`src/pkg/ufw_regs.svh`:
```
`ifndef UFW_REGS_SVH
`define UFW_REGS_SVH
// ************************************************
// register offsets (byte addresses)
// ************************************************
`define UFW_A_CTRL 8'h00
`define UFW_A_CMD 8'h04
`define UFW_A_THR0 8'h08
`define UFW_A_THR1 8'h0c
`define UFW_A_CHARS 8'h10
`define UFW_A_SLEEP 8'h14
`define UFW_A_IDLE 8'h18
`define UFW_A_RAW 8'h1c
`define UFW_A_ENA 8'h20
`define UFW_A_STAT 8'h24
// ************************************************
// control and command bit positions
// ************************************************
`define UFW_C_RTS 0
`define UFW_C_FLOW 1
`define UFW_C_DTR 2
`define UFW_C_MD 3
`define UFW_C_POST 4
`define UFW_C_PRE 5
`define UFW_C_LOOP 6
`define UFW_C_CHAR 7
`define UFW_K_HALT 0
`define UFW_K_RESUME 1
`define UFW_K_IHALT 2
`define UFW_K_IRES 3
// ************************************************
// event bit positions
// ************************************************
`define UFW_E_CTS 0
`define UFW_E_DSR 1
`define UFW_E_XOFF 2
`define UFW_E_XON 3
`define UFW_E_GLITCH 4
`define UFW_E_OVF 5
`define UFW_E_TXLOW 6
`define UFW_E_RXHIGH 7
`define UFW_E_COLL 8
`define UFW_E_FRM 9
`define UFW_E_PAR 10
`define UFW_E_IDLE 11
`define UFW_E_WAKE 12
`define UFW_NEV 13
// ************************************************
// reset values and fixed counts
// ************************************************
`define UFW_CTRL_RST 8'h00
`define UFW_THR0_RST 24'h00_00_00
`define UFW_THR1_RST 16'h0000
`define UFW_CHARS_RST 16'h1113
`define UFW_SLEEP_RST 10'h000
`define UFW_IDLE_RST 10'h00a
`define UFW_WAKE_MARGIN 11'h003
`endif

```
`src/pkg/ufw_pkg.sv`:
```
package ufw_pkg;
   // transmit sequencer states, gray along idle-pre-send-post
   typedef enum logic [1:0] {
      TX_IDLE = 2'b00,
      TX_PRE = 2'b01,
      TX_SEND = 2'b11,
      TX_POST = 2'b10
   } ufw_tx_state_t;
   // receiver report for one cycle
   typedef struct packed {
      logic valid;
      logic [7:0] data;
      logic frmErr;
      logic parErr;
      logic glitch;
      logic overflow;
   } ufw_rx_evt_t;
endpackage

```
`src/rtl/ufw_flow_events.sv`:
```
`timescale 1ns/100ps
`include "ufw_regs.svh"

// Summary of operation
// - in light sleep, count every rising edge on receive input
// - raise wake request once edge count reaches threshold plus three
// - wake request and count persist until active-mode receive or reset
// - low request-to-send lets remote send, high makes it stop
// - flow enable clear: request-to-send follows software level bit
// - flow enable set: request-to-send high when fifo level above threshold
// - transmit only while clear-to-send is low, hold off when high
// - any clear-to-send edge sets its change event
// - outside multidrop, terminal-ready follows software level
// - data-set-ready edge sets event; its level readable in status
// - multidrop: terminal-ready high during frame, low after optional delay
// - loopback routes txd to rxd, rts to cts, dtr to dsr
// - char flow enabled: detect halt and resume chars, set events
// - halt char stops after current byte, resume char restarts
// - force halt and force resume override received flow chars
// - insert request sends halt or resume char after current byte
// - hardware requests halt char above level, resume char below level
// - multidrop: flag collision, frame and parity errors of own frames
// - start-bit glitch sets glitch event
// - receive overflow sets overflow event
// - flag tx fifo below low level and rx fifo above high level
// - flag idle-done after transmitter idles programmed interval
// - set wake event when woken by serial activity
// - post-stop and pre-start enables each add one turnaround cycle
module ufw_flow_events #(
   parameter int LW = 8
) (
   input wire logic clk_sys,
   input wire logic srst,
   input wire logic [7:0] regAddr,
   input wire logic [31:0] regWdata,
   input wire logic regWe,
   input wire logic regRe,
   output logic [31:0] regRdata,
   input wire logic rxdPin,
   output logic txdPin,
   output logic rtsN,
   input wire logic ctsN,
   output logic dtrOut,
   input wire logic dsrIn,
   input wire logic txdCore,
   output logic rxdCore,
   input wire ufw_pkg::ufw_rx_evt_t rxEvt,
   input wire logic [LW-1:0] rxLevel,
   input wire logic [LW-1:0] txLevel,
   input wire logic txValid,
   input wire logic [7:0] txData,
   output logic txReady,
   output logic shStart,
   output logic [7:0] shByte,
   input wire logic shDone,
   input wire logic lightSleep,
   output logic wakeReq,
   output logic irq
);
   // ************************************************
   // registers
   // ************************************************
   logic [7:0] ctrl_q, pick;
   logic [23:0] thr0_q;
   logic [15:0] thr1_q, chars_q;
   logic [9:0] sleepThr_q, idleNum_q, idleCnt_q;
   logic [`UFW_NEV-1:0] ev_q, ena_q, evSet, evClr;
   logic wrCmd, wrRaw;
   logic ctsEff, dsrEff, ctsPrev_q, dsrPrev_q;
   logic halt_q, reqHalt_q, reqRes_q, overHalt_q, underRes_q;
   logic overHalt, underRes;
   logic xoffSeen, xonSeen, go, selData, txBusy;
   logic [10:0] edgeCnt_q;
   logic rxPrev_q, wake_q, wakeClr, idleArm_q;
   ufw_pkg::ufw_tx_state_t st_q;

   assign wrCmd = regWe && regAddr == `UFW_A_CMD;
   assign wrRaw = regWe && regAddr == `UFW_A_RAW;

   // ************************************************
   // register writes
   // ************************************************
   // configuration storage
   always_ff @(posedge clk_sys) begin
      if (srst) begin
         ctrl_q <= `UFW_CTRL_RST;
         thr0_q <= `UFW_THR0_RST;
         thr1_q <= `UFW_THR1_RST;
         chars_q <= `UFW_CHARS_RST;
         sleepThr_q <= `UFW_SLEEP_RST;
         idleNum_q <= `UFW_IDLE_RST;
         ena_q <= '0;
      end else if (regWe) begin
         unique case (regAddr)
            `UFW_A_CTRL: ctrl_q <= regWdata[7:0];
            `UFW_A_THR0: thr0_q <= regWdata[23:0];
            `UFW_A_THR1: thr1_q <= regWdata[15:0];
            `UFW_A_CHARS: chars_q <= regWdata[15:0];
            `UFW_A_SLEEP: sleepThr_q <= regWdata[9:0];
            `UFW_A_IDLE: idleNum_q <= regWdata[9:0];
            `UFW_A_ENA: ena_q <= regWdata[`UFW_NEV-1:0];
            default: ;
         endcase
      end
   end

   // read data, one cycle after the strobe, zero elsewhere
   always_ff @(posedge clk_sys) begin
      if (srst || !regRe) begin
         regRdata <= '0;
      end else begin
         unique case (regAddr)
            `UFW_A_CTRL: regRdata <= {24'h0, ctrl_q};
            `UFW_A_CMD: regRdata <= {28'h0, reqRes_q, reqHalt_q, 1'b0, halt_q};
            `UFW_A_THR0: regRdata <= {8'h0, thr0_q};
            `UFW_A_THR1: regRdata <= {16'h0, thr1_q};
            `UFW_A_CHARS: regRdata <= {16'h0, chars_q};
            `UFW_A_SLEEP: regRdata <= {22'h0, sleepThr_q};
            `UFW_A_IDLE: regRdata <= {22'h0, idleNum_q};
            `UFW_A_RAW: regRdata <= {19'h0, ev_q};
            `UFW_A_ENA: regRdata <= {19'h0, ena_q};
            `UFW_A_STAT: regRdata <= {26'h0, wakeReq, st_q, ctsEff,
               dsrEff, dtrOut};
            default: regRdata <= '0;
         endcase
      end
   end

   // ************************************************
   // loopback and pins
   // ************************************************
   // loopback routing
   assign rxdCore = ctrl_q[`UFW_C_LOOP] ? txdCore : rxdPin;
   assign ctsEff = ctrl_q[`UFW_C_LOOP] ? rtsN : ctsN;
   assign dsrEff = ctrl_q[`UFW_C_LOOP] ? dtrOut : dsrIn;
   assign txdPin = txdCore;
   assign txBusy = st_q != ufw_pkg::TX_IDLE;

   // driver enable tracks the frame in multidrop, software level
   assign dtrOut = ctrl_q[`UFW_C_MD] ? txBusy : ctrl_q[`UFW_C_DTR];

   // software level, fifo threshold, low permits
   always_ff @(posedge clk_sys) begin
      if (srst) begin
         rtsN <= 1'b0;
      end else if (ctrl_q[`UFW_C_FLOW]) begin
         rtsN <= rxLevel > thr0_q[LW-1:0];
      end else begin
         rtsN <= ctrl_q[`UFW_C_RTS];
      end
   end

   // ************************************************
   // flow characters and halt state
   // ************************************************
   // compare received bytes with flow chars
   assign xoffSeen = ctrl_q[`UFW_C_CHAR] && rxEvt.valid
      && rxEvt.data == chars_q[7:0];
   assign xonSeen = ctrl_q[`UFW_C_CHAR] && rxEvt.valid
      && rxEvt.data == chars_q[15:8];
   assign overHalt = rxLevel > thr0_q[8 +: LW];
   assign underRes = rxLevel < thr0_q[16 +: LW];

   // halt after byte, force bits override received chars
   always_ff @(posedge clk_sys) begin
      if (srst) begin
         halt_q <= 1'b0;
      end else if (wrCmd && regWdata[`UFW_K_HALT]) begin
         halt_q <= 1'b1;
      end else if (wrCmd && regWdata[`UFW_K_RESUME]) begin
         halt_q <= 1'b0;
      end else if (xoffSeen) begin
         halt_q <= 1'b1;
      end else if (xonSeen) begin
         halt_q <= 1'b0;
      end
   end

   // insert requests, hardware sets them on crossing
   always_ff @(posedge clk_sys) begin
      if (srst) begin
         reqHalt_q <= 1'b0;
         reqRes_q <= 1'b0;
         overHalt_q <= 1'b0;
         underRes_q <= 1'b0;
      end else begin
         overHalt_q <= overHalt; // level history for crossings
         underRes_q <= underRes;
         reqHalt_q <= (wrCmd && regWdata[`UFW_K_IHALT])
            || (ctrl_q[`UFW_C_CHAR] && overHalt && !overHalt_q)
            || (reqHalt_q && !go);
         reqRes_q <= (wrCmd && regWdata[`UFW_K_IRES])
            || (ctrl_q[`UFW_C_CHAR] && underRes && !underRes_q)
            || (reqRes_q && !(go && !reqHalt_q));
      end
   end

   // ************************************************
   // transmit sequencer
   // ************************************************
   // nothing starts while clear-to-send is high
   always_comb begin
      selData = !reqHalt_q && !reqRes_q && txValid && !halt_q;
      go = st_q == ufw_pkg::TX_IDLE && !ctsEff
         && (reqHalt_q || reqRes_q || selData);
      if (reqHalt_q) begin
         pick = chars_q[7:0];
      end else if (reqRes_q) begin
         pick = chars_q[15:8];
      end else begin
         pick = txData;
      end
   end
   assign txReady = go && selData;

   // optional turnaround cycles around each frame
   always_ff @(posedge clk_sys) begin
      if (srst) begin
         st_q <= ufw_pkg::TX_IDLE;
         shStart <= 1'b0;
         shByte <= 8'h00;
      end else begin
         shStart <= 1'b0;
         unique case (st_q)
            ufw_pkg::TX_IDLE: begin
               if (go) begin
                  shByte <= pick;
                  st_q <= ctrl_q[`UFW_C_PRE] ? ufw_pkg::TX_PRE
                     : ufw_pkg::TX_SEND;
                  shStart <= !ctrl_q[`UFW_C_PRE];
               end
            end
            ufw_pkg::TX_PRE: begin
               st_q <= ufw_pkg::TX_SEND;
               shStart <= 1'b1;
            end
            ufw_pkg::TX_SEND: begin
               if (shDone) begin
                  st_q <= ctrl_q[`UFW_C_POST] ? ufw_pkg::TX_POST
                     : ufw_pkg::TX_IDLE;
               end
            end
            ufw_pkg::TX_POST: st_q <= ufw_pkg::TX_IDLE;
         endcase
      end
   end

   // idle interval after the last frame
   always_ff @(posedge clk_sys) begin
      if (srst) begin
         idleCnt_q <= 10'h000;
         idleArm_q <= 1'b0;
      end else if (shDone || go) begin
         idleCnt_q <= 10'h000;
         idleArm_q <= shDone;
      end else if (idleArm_q && !txBusy) begin
         if (idleCnt_q >= idleNum_q) begin
            idleArm_q <= 1'b0;
         end else begin
            idleCnt_q <= idleCnt_q + 10'h001;
         end
      end
   end

   // ************************************************
   // wake-up
   // ************************************************
   assign wakeClr = wake_q && !lightSleep && rxEvt.valid;

   // edge counter, held until active receive
   always_ff @(posedge clk_sys) begin
      if (srst) begin
         rxPrev_q <= 1'b1;
         edgeCnt_q <= 11'h000;
      end else begin
         rxPrev_q <= rxdCore;
         if (wakeClr) begin
            edgeCnt_q <= 11'h000;
         end else if (lightSleep && rxdCore && !rxPrev_q
            && edgeCnt_q != 11'h7ff) begin
            edgeCnt_q <= edgeCnt_q + 11'h001;
         end
      end
   end

   // wake once count reaches threshold plus margin
   always_ff @(posedge clk_sys) begin
      if (srst || wakeClr) begin
         wake_q <= 1'b0;
      end else if (lightSleep
         && edgeCnt_q >= {1'b0, sleepThr_q} + `UFW_WAKE_MARGIN) begin
         wake_q <= 1'b1;
      end
   end
   assign wakeReq = wake_q;

   // ************************************************
   // events
   // ************************************************
   // input history; follows the lines in reset so release shows no edge
   always_ff @(posedge clk_sys) begin
      if (srst) begin
         ctsPrev_q <= ctsEff;
         dsrPrev_q <= dsrEff;
      end else begin
         ctsPrev_q <= ctsEff;
         dsrPrev_q <= dsrEff;
      end
   end

   // event sources
   always_comb begin
      evSet = '0;
      evSet[`UFW_E_CTS] = ctsEff != ctsPrev_q;
      evSet[`UFW_E_DSR] = dsrEff != dsrPrev_q;
      evSet[`UFW_E_XOFF] = xoffSeen;
      evSet[`UFW_E_XON] = xonSeen;
      evSet[`UFW_E_GLITCH] = rxEvt.glitch;
      evSet[`UFW_E_OVF] = rxEvt.overflow;
      evSet[`UFW_E_TXLOW] = txLevel < thr1_q[LW-1:0];
      evSet[`UFW_E_RXHIGH] = rxLevel > thr1_q[8 +: LW];
      evSet[`UFW_E_COLL] = ctrl_q[`UFW_C_MD] && txBusy
         && rxEvt.valid && rxEvt.data != shByte;
      evSet[`UFW_E_FRM] = ctrl_q[`UFW_C_MD] && txBusy && rxEvt.frmErr;
      evSet[`UFW_E_PAR] = ctrl_q[`UFW_C_MD] && txBusy && rxEvt.parErr;
      evSet[`UFW_E_IDLE] = idleArm_q && !txBusy && !go
         && idleCnt_q >= idleNum_q;
      evSet[`UFW_E_WAKE] = lightSleep && !wake_q
         && edgeCnt_q >= {1'b0, sleepThr_q} + `UFW_WAKE_MARGIN;
   end
   assign evClr = wrRaw ? regWdata[`UFW_NEV-1:0] : '0;

   always_ff @(posedge clk_sys) begin
      if (srst) begin
         ev_q <= '0;
      end else begin
         ev_q <= (ev_q & ~evClr) | evSet;
      end
   end
   assign irq = |(ev_q & ena_q);
endmodule

```
`config.mk`:
```
export PLATFORM = sky130hd
export DESIGN_NAME = ufw_flow_events
export DESIGN_NICKNAME = d
export VERILOG_FILES = /design/src/pkg/ufw_pkg.sv /design/src/rtl/ufw_flow_events.sv
export VERILOG_INCLUDE_DIRS = /design/src /design/src/pkg
export SDC_FILE = /design/constraint.sdc
export NUM_CORES = 1
export LEC_CHECK = 0
export ABC_AREA = 1
export BUFFER_PORTS_ARGS = -buffer_cell sky130_fd_sc_hd__buf_2
export CAP_MARGIN = 5
export CORE_MARGIN = 3
export CORE_UTILIZATION = 40
export DETAILED_ROUTE_END_ITERATION = 16
export SETUP_SLACK_MARGIN = 0.05
export SYNTH_ARGS = -nofsm -noshare
export SYNTH_HDL_FRONTEND = slang
export SYNTH_SLANG_ARGS = --single-unit
```
`constraint.sdc`:
```
create_clock -name clk_sys -period 2.5 [get_ports clk_sys]
set_clock_uncertainty 0.15 [all_clocks]
set_input_delay 0.125 -clock clk_sys [delete_from_list [all_inputs] [get_ports clk_sys]]
set_output_delay 0.125 -clock clk_sys [all_outputs]
set_load 0.02 [all_outputs]
```
---- Word level (Yosys, flattened, before mapping) ----
Index checks and enable logic that the tools add are counted.
Widths: inputs -> output; s select.
word-level totals
  word-level logic and storage cells ...... 164
  bits in registers ....................... 185
  input bits .............................. 88
cells by class
  bitwise logic cells ..................... 5
  reduce and logical (&&, ||, !) cells .... 81
  equality and inequality tests ........... 20
  magnitude comparators ................... 7
  multiplexer cells ....................... 23
  $add $sub $neg .......................... 3
operators with widths
  cell                   count
  $pmux 24 s10           1
  $logic_and 1x1->1      38
  $eq 8x5->1 const B     4
  $and 13x13->13         2
  $gt 8x8->1             3
  $reduce_and 2->1       11
  $eq 8x4->1 const B     2
  $eq 8x6->1 const B     2
  $eq 8x8->1             2
  $lt 8x8->1             2
  $mux 8                 2
  $logic_not 1->1        14
  $mux 1                 13
  $mux 13                1
  $not 13->13            1
  $or 13x13->13          1
  $reduce_or 13->1       1
  $add 10x2->11 const B  1
  $add 11x1->11 const B  1
  $ge 11x11->1           1
  $ne 11x11->1 const B   1
  $add 10x1->10 const B  1
  $ge 10x10->1           1
  $logic_or 1x1->1       9
  15 further kinds       24

---- Depth between registers and ports, before layout ----
Gate-level depths: netlist of the first run.
  depth in word-level cells ............... 10
  gate-level depth with buffers ........... 15
  depth with buffers taken out ............ 15

---- Worst setup path before layout of the first run ----
Ideal clock, no wire load.
  path type ............................... register -> register
  from .................................... reg sleepThr_q[0]
  to ...................................... reg ev_q[12]
  period minus slack after synthesis ...... 2.210 ns
  cell stages (with the launch flop) ...... 14
  library setup time ...................... 0.132 ns
  path slack .............................. 0.290 ns
  buffers on the path ..................... 0
  arrival ................................. 1.928 ns
  path through ............................ dfxtp_1 inv_1 ha_1 nor3_1 inv_1 nor2_1 nand3_1 xor2_1 ha_1 a21oi_1 o21a_1 nand4_1 nand2_1 a21oi_1
between the ends
  longest elaborated chain between the ends .. 4
ends and longest elaborated chain
  element                             RTL line                RTL
  from (decl)                         ufw_flow_events.sv:66   logic [9:0] sleepThr_q, idleNum_q, idleCnt_q;
  from (signal assigned)              ufw_flow_events.sv:90   sleepThr_q <= `UFW_SLEEP_RST;
  from (signal assigned)              ufw_flow_events.sv:99   `UFW_A_SLEEP: sleepThr_q <= regWdata[9:0];
  $add 10x2->11 (no source line)      --
  $ge 11x11->1 (no source line)       --
  $logic_and 1x1->1 (no source line)  --
  $or 13x13->13                       ufw_flow_events.sv:337  ev_q <= (ev_q & ~evClr) | evSet;
  to (signal assigned)                ufw_flow_events.sv:337
  to (decl)                           ufw_flow_events.sv:67   logic [`UFW_NEV-1:0] ev_q, ena_q, evSet, evClr;
Every way passes these cells.
A chain may end at the register's enable or synchronous reset.

---- Worst setup path after layout of the first run ----
Ends and elaborated chain as after synthesis.

==> results of run 1 <==
## logic make-up (layout without fill, tap and decap cells)
group | count (synthesis) | count (layout) | synth area share [%]
and+or+nand+nor | 488 | 488 | 21.8
AOI/OAI and AO/OA | 358 | 358 | 20.0
buffers and inverters | 228 | 383 | 9.76
DFF | 177 | 177 | 37.4
adders and majority gates | 62 | 62 | 8.19
xor gates and xnor gates | 30 | 30 | 2.77
other | 1 | 9 | 0.0396
## per-stage QoR
stage	util, %	hold WS (ns)
2_1_floorplan	-	0.0924
3_3_place_gp	45.1	0.180
3_5_place_dp	45.1	0.196
4_1_cts	49.6	0.0159
5_1_grt	49.9	0.0325
6_report	49.9	0.0298
## cells in the final DEF (no fill, tap or decap), types with 8 or more instances in the layout
cell,Yosys,layout
sky130_fd_sc_hd__buf_4,10,20
sky130_fd_sc_hd__inv_2,9,13
sky130_fd_sc_hd__nor2_1,137,134
sky130_fd_sc_hd__nand3_1,56,55
sky130_fd_sc_hd__nand4_1,10,10
sky130_fd_sc_hd__o21ai_0,145,142
sky130_fd_sc_hd__o22ai_1,18,18
sky130_fd_sc_hd__dfxtp_1,177,175
sky130_fd_sc_hd__nand2_1,243,242
sky130_fd_sc_hd__ha_1,62,61
sky130_fd_sc_hd__buf_2,19,119
sky130_fd_sc_hd__clkbuf_16,0,17
sky130_fd_sc_hd__inv_1,159,154
sky130_fd_sc_hd__o21ai_1,12,14
sky130_fd_sc_hd__nor3_1,14,11
sky130_fd_sc_hd__dlygate4sd3_1,0,43
sky130_fd_sc_hd__o211ai_1,10,10
sky130_fd_sc_hd__xnor2_1,14,14
sky130_fd_sc_hd__xor2_1,16,16
sky130_fd_sc_hd__a21oi_1,154,153
sky130_fd_sc_hd__conb_1,1,8
## worst paths after layout
check | cells after the start | slack, ns | end
max | 15 | 0.12 | ev_q[12]
min reg2reg | 1 | 0.32 | st_q[0]
min | 2 | 0.03 | ev_q[12]
max reg2reg | 15 | 0.12 | ev_q[12]
## sequential cells by signal, indices dropped and copies added, names as in the netlist, 2 cells and up
name,count
thr0_q,24
chars_q,16
shByte,8
regRdata,24
ctrl_q,8
st_q,2
ev_q,13
idleCnt_q,10
idleNum_q,10
sleepThr_q,10
edgeCnt_q,11
thr1_q,16
ena_q,13
## where the power goes
| part | internal (W) | switching, W |
|---|---|---|
| clock network | 0.00162 | 0.00114 |
| registers | 0.00288 | 0.0000494 |
| logic | 0.000271 | 0.000467 |
## layer usage
metal	track usage, %	part of all wire [%]	up-vias
li1	-	-	4714
met1	33.6	45	4246
met2	38.7	44	330
met3	4.62	7.2	66
met4	9.39	3.2	4
met5	0	0.095	-
## repair_timing
item | 4_1_cts | 5_1_grt
endpoints found under the setup margin | 2 | 2
hold endpoints to repair | 89 | 0
pin swaps | 0 | 8
gates resized for setup | 3 | 22
setup buffers | 0 | 1
hold buffers | 43 | 0
## worst max-delay path, cell delays in order (launching register included)
cell	delay [ns]
sky130_fd_sc_hd__dfxtp_2	0.35
sky130_fd_sc_hd__inv_4	0.06
sky130_fd_sc_hd__ha_4	0.17
sky130_fd_sc_hd__nor3_4	0.17
sky130_fd_sc_hd__inv_2	0.07
sky130_fd_sc_hd__nor2_4	0.13
sky130_fd_sc_hd__inv_2	0.05
sky130_fd_sc_hd__o21ai_1	0.11
sky130_fd_sc_hd__o21ai_1	0.08
sky130_fd_sc_hd__ha_1	0.35
sky130_fd_sc_hd__nand2_2	0.11
sky130_fd_sc_hd__o21ai_2	0.17
sky130_fd_sc_hd__nand2_1	0.06
sky130_fd_sc_hd__nand4_1	0.11
sky130_fd_sc_hd__nand2_1	0.06
sky130_fd_sc_hd__a21oi_1	0.13
## area by class of cell
type                    count  share of cell area [%]
diodes                      1                  0.0218
clock buffers              22                    4.05
clock inverters             8                    1.15
inverters                 170                    5.59
multi-input cells         946                    44.4
flip-flops and latches    177                    30.9
well taps                 313                    3.42
repair buffers            183                    10.4
==> results list, run 1 <==
- Run status: completed
- Share of the clock period used by the worst path: 95.3%
- For the worst setup path, the data arrival time is 2.60 ns.
* Transition time at the pin with the least slew margin: 0.629 ns
* Synth warnings: 0
- Measured along the x axis, the die boundary spans 160 um.
* Number of hold violations in the final report: 0
- Average instance area after synthesis: 7.05 um2
- The via count of the first global-routing pass came to 8809.
- Number of flops mapped to enable cells by yosys: 0
- After the last flow step, the layout net total stands at 1645.
- By area the synthesized netlist is led by sky130_fd_sc_hd__dfxtp_1, sky130_fd_sc_hd__nand2_1, sky130_fd_sc_hd__ha_1, sky130_fd_sc_hd__a21oi_1, sky130_fd_sc_hd__o21ai_0.
* CTS H-tree depth: 4
- Proportion of netlist area held by the largest area contributor: 37.4%
- Placed Instance Area: 0.0104 mm2
* Worst endpoint required time: 2.72 ns
- In the final timing run, aggregate negative setup slack is 0 ns.
- Power Dens Cells: 561 mW/mm2
- Count of unique library cells instantiated by Yosys: 44
- Worst Hold Class: in2reg
- Setup repair after global routing missed its margin: false
* Root buffer cell: sky130_fd_sc_hd__clkbuf_16
- Global-route usage over all layers: 24.6%
- The first global-routing pass estimated 49200 um of wire.
- The clock net in this run drives a total of 177 sinks.
- By instance count, the leading cell after synthesis is sky130_fd_sc_hd__nand2_1.
- Critical path type: reg2reg
- Commonest cells in the netlist: sky130_fd_sc_hd__nand2_1, sky130_fd_sc_hd__dfxtp_1, sky130_fd_sc_hd__inv_1
- The worst register-to-register path begins at sleepThr_q[0].
- DRT Pass-1 Iters: 5
- Footprint of the multi-input gates: 0.00509 mm2
- Final estimated routing congestion in global placement: 0.957
* CTS tree: yes
* Aggregate routed wire length: 31600 um
* Post-layout instance count excluding filler cells: 1820
- Pin count of the biggest net entering global routing: 76
- From bottom edge to top edge, the die measures 160 um.
- Number of vias after detailed routing: 9360
- Share of flip-flops with an asynchronous set or reset: 0%
- Counting I/O delays and the setup requirement, the final critical path takes 2.38 ns.
- Final setup violation count: 0
* Largest area contributor in the synthesized netlist: sky130_fd_sc_hd__dfxtp_1
- Start point of the critical path: sleepThr_q[0]
- Cell area after synthesis: 0.00947 mm2
- Number of fill cells in the layout: 2377
- The die covers 0.0256 mm2.
- In this run, the number of DRC markers left after iteration 0 of detailed routing was 792.
- The worst hold path begins at srst.
- Syn Inst Count: 1344
- Among all flip-flop cells after synthesis, the most frequent one is sky130_fd_sc_hd__dfxtp_1.
* # placed instances: 1745
* Vias per std cell: 5.14
- Count of input and output buffers: 119
- Flop and latch count out of synthesis: 177
- Max-capacitance violation count: 0
- Area overhead of the layout relative to synthesis: 21.1%
- Once detail routing completed, the nets flagged for antenna violations numbered 0.
- Num CTS Buffers: 17
- In the final routed layout, each cell accounts on average for 17.4 um.
- Initial antenna violation count: 3
- Clk pin slew, worst setup/hold paths: 0.07 ns
* Max-slew headroom at the worst pin: 58.0%
- Pre-CTS setup slack: 0.0367 ns
* Share of the yosys chip area belonging to registers: 37.4%
* Count of unresolved DRC violations after routing: 0
* Count of final max-slew check failures: 0
- Summed over all cells, the static leakage comes to 4.84 nW.
- Top Ports: 136
- Startpoint type of the worst setup path: register
- Max Freq: 0.420 GHz
* Maximum VDD drop: 0.000300 V
* Fraction of final layout cells with drive strength greater than 1: 14.3%
- Number of rows created at floorplan: 55
- The finished cells cover 0.0115 mm2.
- Worst setup EP type: register
* Number of buffers between clock root and the deepest sink: 2
- Register area: 0.00355 mm2
- Total power after layout: 0.00643 W
- The initial utilization of the core area, before any placement, comes to 41.2%.
- Worst Path Max Fanout: 4
* Source-to-sink clock delay at the later pin of the worst-skew pair: 0.44 ns
- Core region area: 0.0230 mm2
* DP HPWL: 23600 um
* Leftover overflow at the end of global routing: 0
* Minimum setup slack in the final design: 0.116 ns
(Power assumes the default switching activity.)
==> inputs of run 2 (changes only) <==
--- a/config.mk
+++ b/config.mk
@@ -6,7 +6,6 @@
 export SDC_FILE = /design/constraint.sdc
 export NUM_CORES = 1
 export LEC_CHECK = 0
-export ABC_AREA = 1
 export BUFFER_PORTS_ARGS = -buffer_cell sky130_fd_sc_hd__buf_2
 export CAP_MARGIN = 5
 export CORE_MARGIN = 3
==> run 2 against run 1 <==
Critical path depth decreased by 11. Combinational power decreased by 24%. Critical path type is now reg2out. Sequential power decreased by 2%. Highest routed layer is now met4. Largest cell class unchanged. Sequential share of layout area decreased by 0.86 points.
==> results list, run 2 <==
- The run finished with clean final reports.
- After filler insertion, the fill cell instance count of the layout stands at 2269.
* Residual antenna-violating net count after detailed routing: 0
- DRT Pass-1 Iters: 7
- Entering global routing, the biggest net connects 43 pins.
- Cell area after synthesis: 0.00942 mm2
- Counting flops with a built-in enable in the synthesized netlist gives 0.
- Counting flops and latches in the post-synthesis netlist gives 177.
* Initial cell density of the core: 41.1%
- The library cell used most frequently in the layout, excluding fill and tap cells, is sky130_fd_sc_hd__nand2_1.
- The worst pin sits at a relative slew slack of 26.0%.
* Count of input and output buffers: 119
- Root buffer cell: sky130_fd_sc_hd__clkbuf_16
- Worst Path Max Fanout: 5
- Wire length of the first global-routing pass: 49300 um
* Transition time at the pin with the least slew margin: 1.10 ns
- Critical path type: reg2out
- Setup violations remaining at the end of the flow were counted as 0.
- Static timing analysis puts the maximum clock frequency at 0.417 GHz.
- Once the clock tree was built, the setup fixing pass inserted 0 buffers.
- The most used flip-flop cell after synthesis is sky130_fd_sc_hd__dfxtp_1.
- Fraction of final layout cells with drive strength greater than 1: 18.0%
- The floorplan step defined a die boundary enclosing 0.0254 mm2.
- The count of final max-slew check failures is 0.
- In this run the static leakage power is 4.75 nW.
- The cell count after synthesis came out at 1149.
- Setup repair after global routing left no endpoint under its margin.
* Post-layout net count: 1495
- Share of the clock period used by the worst path: 95.9%
* Chip Height: 159 um
* Footprint of the multi-input gates: 0.00537 mm2
- The clock tree synthesis step divided the H-tree into 4 levels.
* Source-to-sink clock delay at the later pin of the worst-skew pair: 0.44 ns
* Clk pin slew, worst setup/hold paths: 0.08 ns
- Startpoint type of the worst setup path: register
- Largest area contributor in the synthesized netlist: sky130_fd_sc_hd__dfxtp_1
- CTS tree: yes
- The clock passes through at most 2 buffers.
- In this run the worst hold path is classified as in2reg.
* Maximum VDD drop: 0.000394 V
- For this design the top-level I/O count stands at 136.
* Via count of the first global-routing pass: 8888
- The tree built by TritonCTS fans out to 177 sinks.
* Average wire per standard cell: 19.1 um
- Final estimated routing congestion in global placement: 0.888
- Iteration-0 DRC Markers: 868
- Chip Width: 159 um
- Area contributors post-synth: sky130_fd_sc_hd__dfxtp_1, sky130_fd_sc_hd__ha_1, sky130_fd_sc_hd__nand2_1, sky130_fd_sc_hd__a21oi_1, sky130_fd_sc_hd__mux2i_1
- Worst endpoint required time: 2.23 ns
- The initial antenna violation count is 0.
* Share of the core filled with cells in the final layout: 51.5%
* DP HPWL: 23400 um
* Num CTS Buffers: 17
- In the post-synthesis netlist, the cell with the most instances is sky130_fd_sc_hd__nand2_1.
- Biggest registers after layout: regRdata x24, thr0_q x24
* Global-route usage over all layers: 24.6%
* Commonest cells in the netlist: sky130_fd_sc_hd__nand2_1, sky130_fd_sc_hd__dfxtp_1, sky130_fd_sc_hd__a21oi_1
- Summed over all layers, the routed wires come to 31900 um.
- Once routing completed, OpenROAD measured the worst setup slack at 0.101 ns.
- Count of unique library cells instantiated by Yosys: 65
- In the routed layout, each cell is associated on average with a via count of 5.52.
* Power Dens Cells: 522 mW/mm2
- After global routing the overflow that remains totals 0.
* Core region area: 0.0229 mm2
* Number of vias after detailed routing: 9224
- Setup Total Neg Slack: 0 ns
* Register area: 0.00355 mm2
* Synth warnings: 0
- Worst setup EP type: output pin
- The share of the Yosys chip area taken by registers is 37.6%.
- The count of final hold-check violations was 0.
* Fin crit period: 2.40 ns
- Max-capacitance violation count: 0
* Count of unresolved DRC violations after routing: 0
- Total power after layout: 0.00616 W
- The share of synthesized area in the top cell type comes to 37.6%.
- OpenSTA, run right after detailed placement, puts the worst setup slack at -0.151 ns.
- Of all flip-flops after synthesis, the portion carrying an async set or reset was 0%.
- Crit path arrival time: 2.12 ns
* # diodes: 0
- Commonest cells after routing, fill and taps aside: sky130_fd_sc_hd__nand2_1, sky130_fd_sc_hd__dfxtp_1, sky130_fd_sc_hd__buf_2
- Averaged over all synthesized cells, the footprint is 8.20 um2.
* Number of rows created at floorplan: 55
- Area overhead of the layout relative to synthesis: 25.3%
run 2: changes by cell type after synthesis, sizes merged, moves of 12 or more:
cell,before,now
a21o,0,12
a21oi,154,115
a22oi,0,27
clkbuf,28,49
inv,168,58
mux2i,0,50
nand2,251,192
nand4,10,25
nor2,146,70
o21ai,157,27
o22ai,18,1
xor2,16,31
run 2: per-stage QoR:
stage | hold WS [ns] | std cells | cell area, um2
after floorplan | 0.0924 | 1156 | 9440
after global placement | 0.191 | 1581 | 10600
after detailed placement | 0.197 | 1581 | 10600
after CTS | 0.0140 | 1671 | 11800
after global routing | 0.0510 | 1671 | 11800
final | 0.0168 | 1671 | 11800
run 2: final cells by class:
cell class | count | area share, %
Clock inverter | 14 | 1.32
Sequential cell | 177 | 30.1
Multi-Input combinational cell | 846 | 45.5
Timing Repair Buffer | 245 | 14.3
Clock buffer | 18 | 3.64
Tap cell | 313 | 3.32
Inverter | 58 | 1.84
run 2: logic make-up after synthesis:
group           count (synthesis)  synth area share (%)
xor+xnor                       43                  4.00
simple gates                  424                  21.1
buf+inv                       133                  6.23
fa+ha+maj                      62                  8.24
mux                            51                  5.43
compound gates                258                  17.3
other cells                     1                0.0398
flops                         177                  37.6
run 2: timing repair:
item                                   4_1_cts  5_1_grt
pin swaps                                    0        1
endpoints found under the hold margin      129        0
hold buffers                                58        0
cloned                                       0        0
setup endpoints to repair                   11        8
gates resized for setup                      4       11
run 2: worst max-delay path, cell delays in order (launching register included):
cell and delay [ns]:
sky130_fd_sc_hd__dfxtp_2 0.46, sky130_fd_sc_hd__mux2i_2 0.41, sky130_fd_sc_hd__o311ai_4 0.23, sky130_fd_sc_hd__nor4b_2 0.35, sky130_fd_sc_hd__buf_2 0.23
run 2: where the power goes:
group          internal (W)  total (W)  leakage, nW  switching, W
clock network       0.00149    0.00273        0.273       0.00124
registers           0.00285    0.00287         1.43     0.0000233
logic              0.000224   0.000560         3.04      0.000336
run 2: worst paths after layout:
path	end	slack, ns	depth (start not counted)	startpoint
hold reg to reg	idleNum_q[5]	0.31	2	idleNum_q[5]
hold / removal	underRes_q	0.02	4	rxLevel[7]
setup reg to reg	ev_q[12]	0.21	9	sleepThr_q[4]
setup / recovery	txReady	0.10	4	ctrl_q[6]
run 2: per-layer routing:
metal  GRT usage, %  up-vias  part of all wire (%)  wire (um)
li1               -     4438                     -          -
met3           4.21       75                   6.2       1970
met5              0        -                     0          0
met1           30.9     4367                    43      13800
met4           11.3        0                   3.6       1140
met2           41.2      344                    47      15100
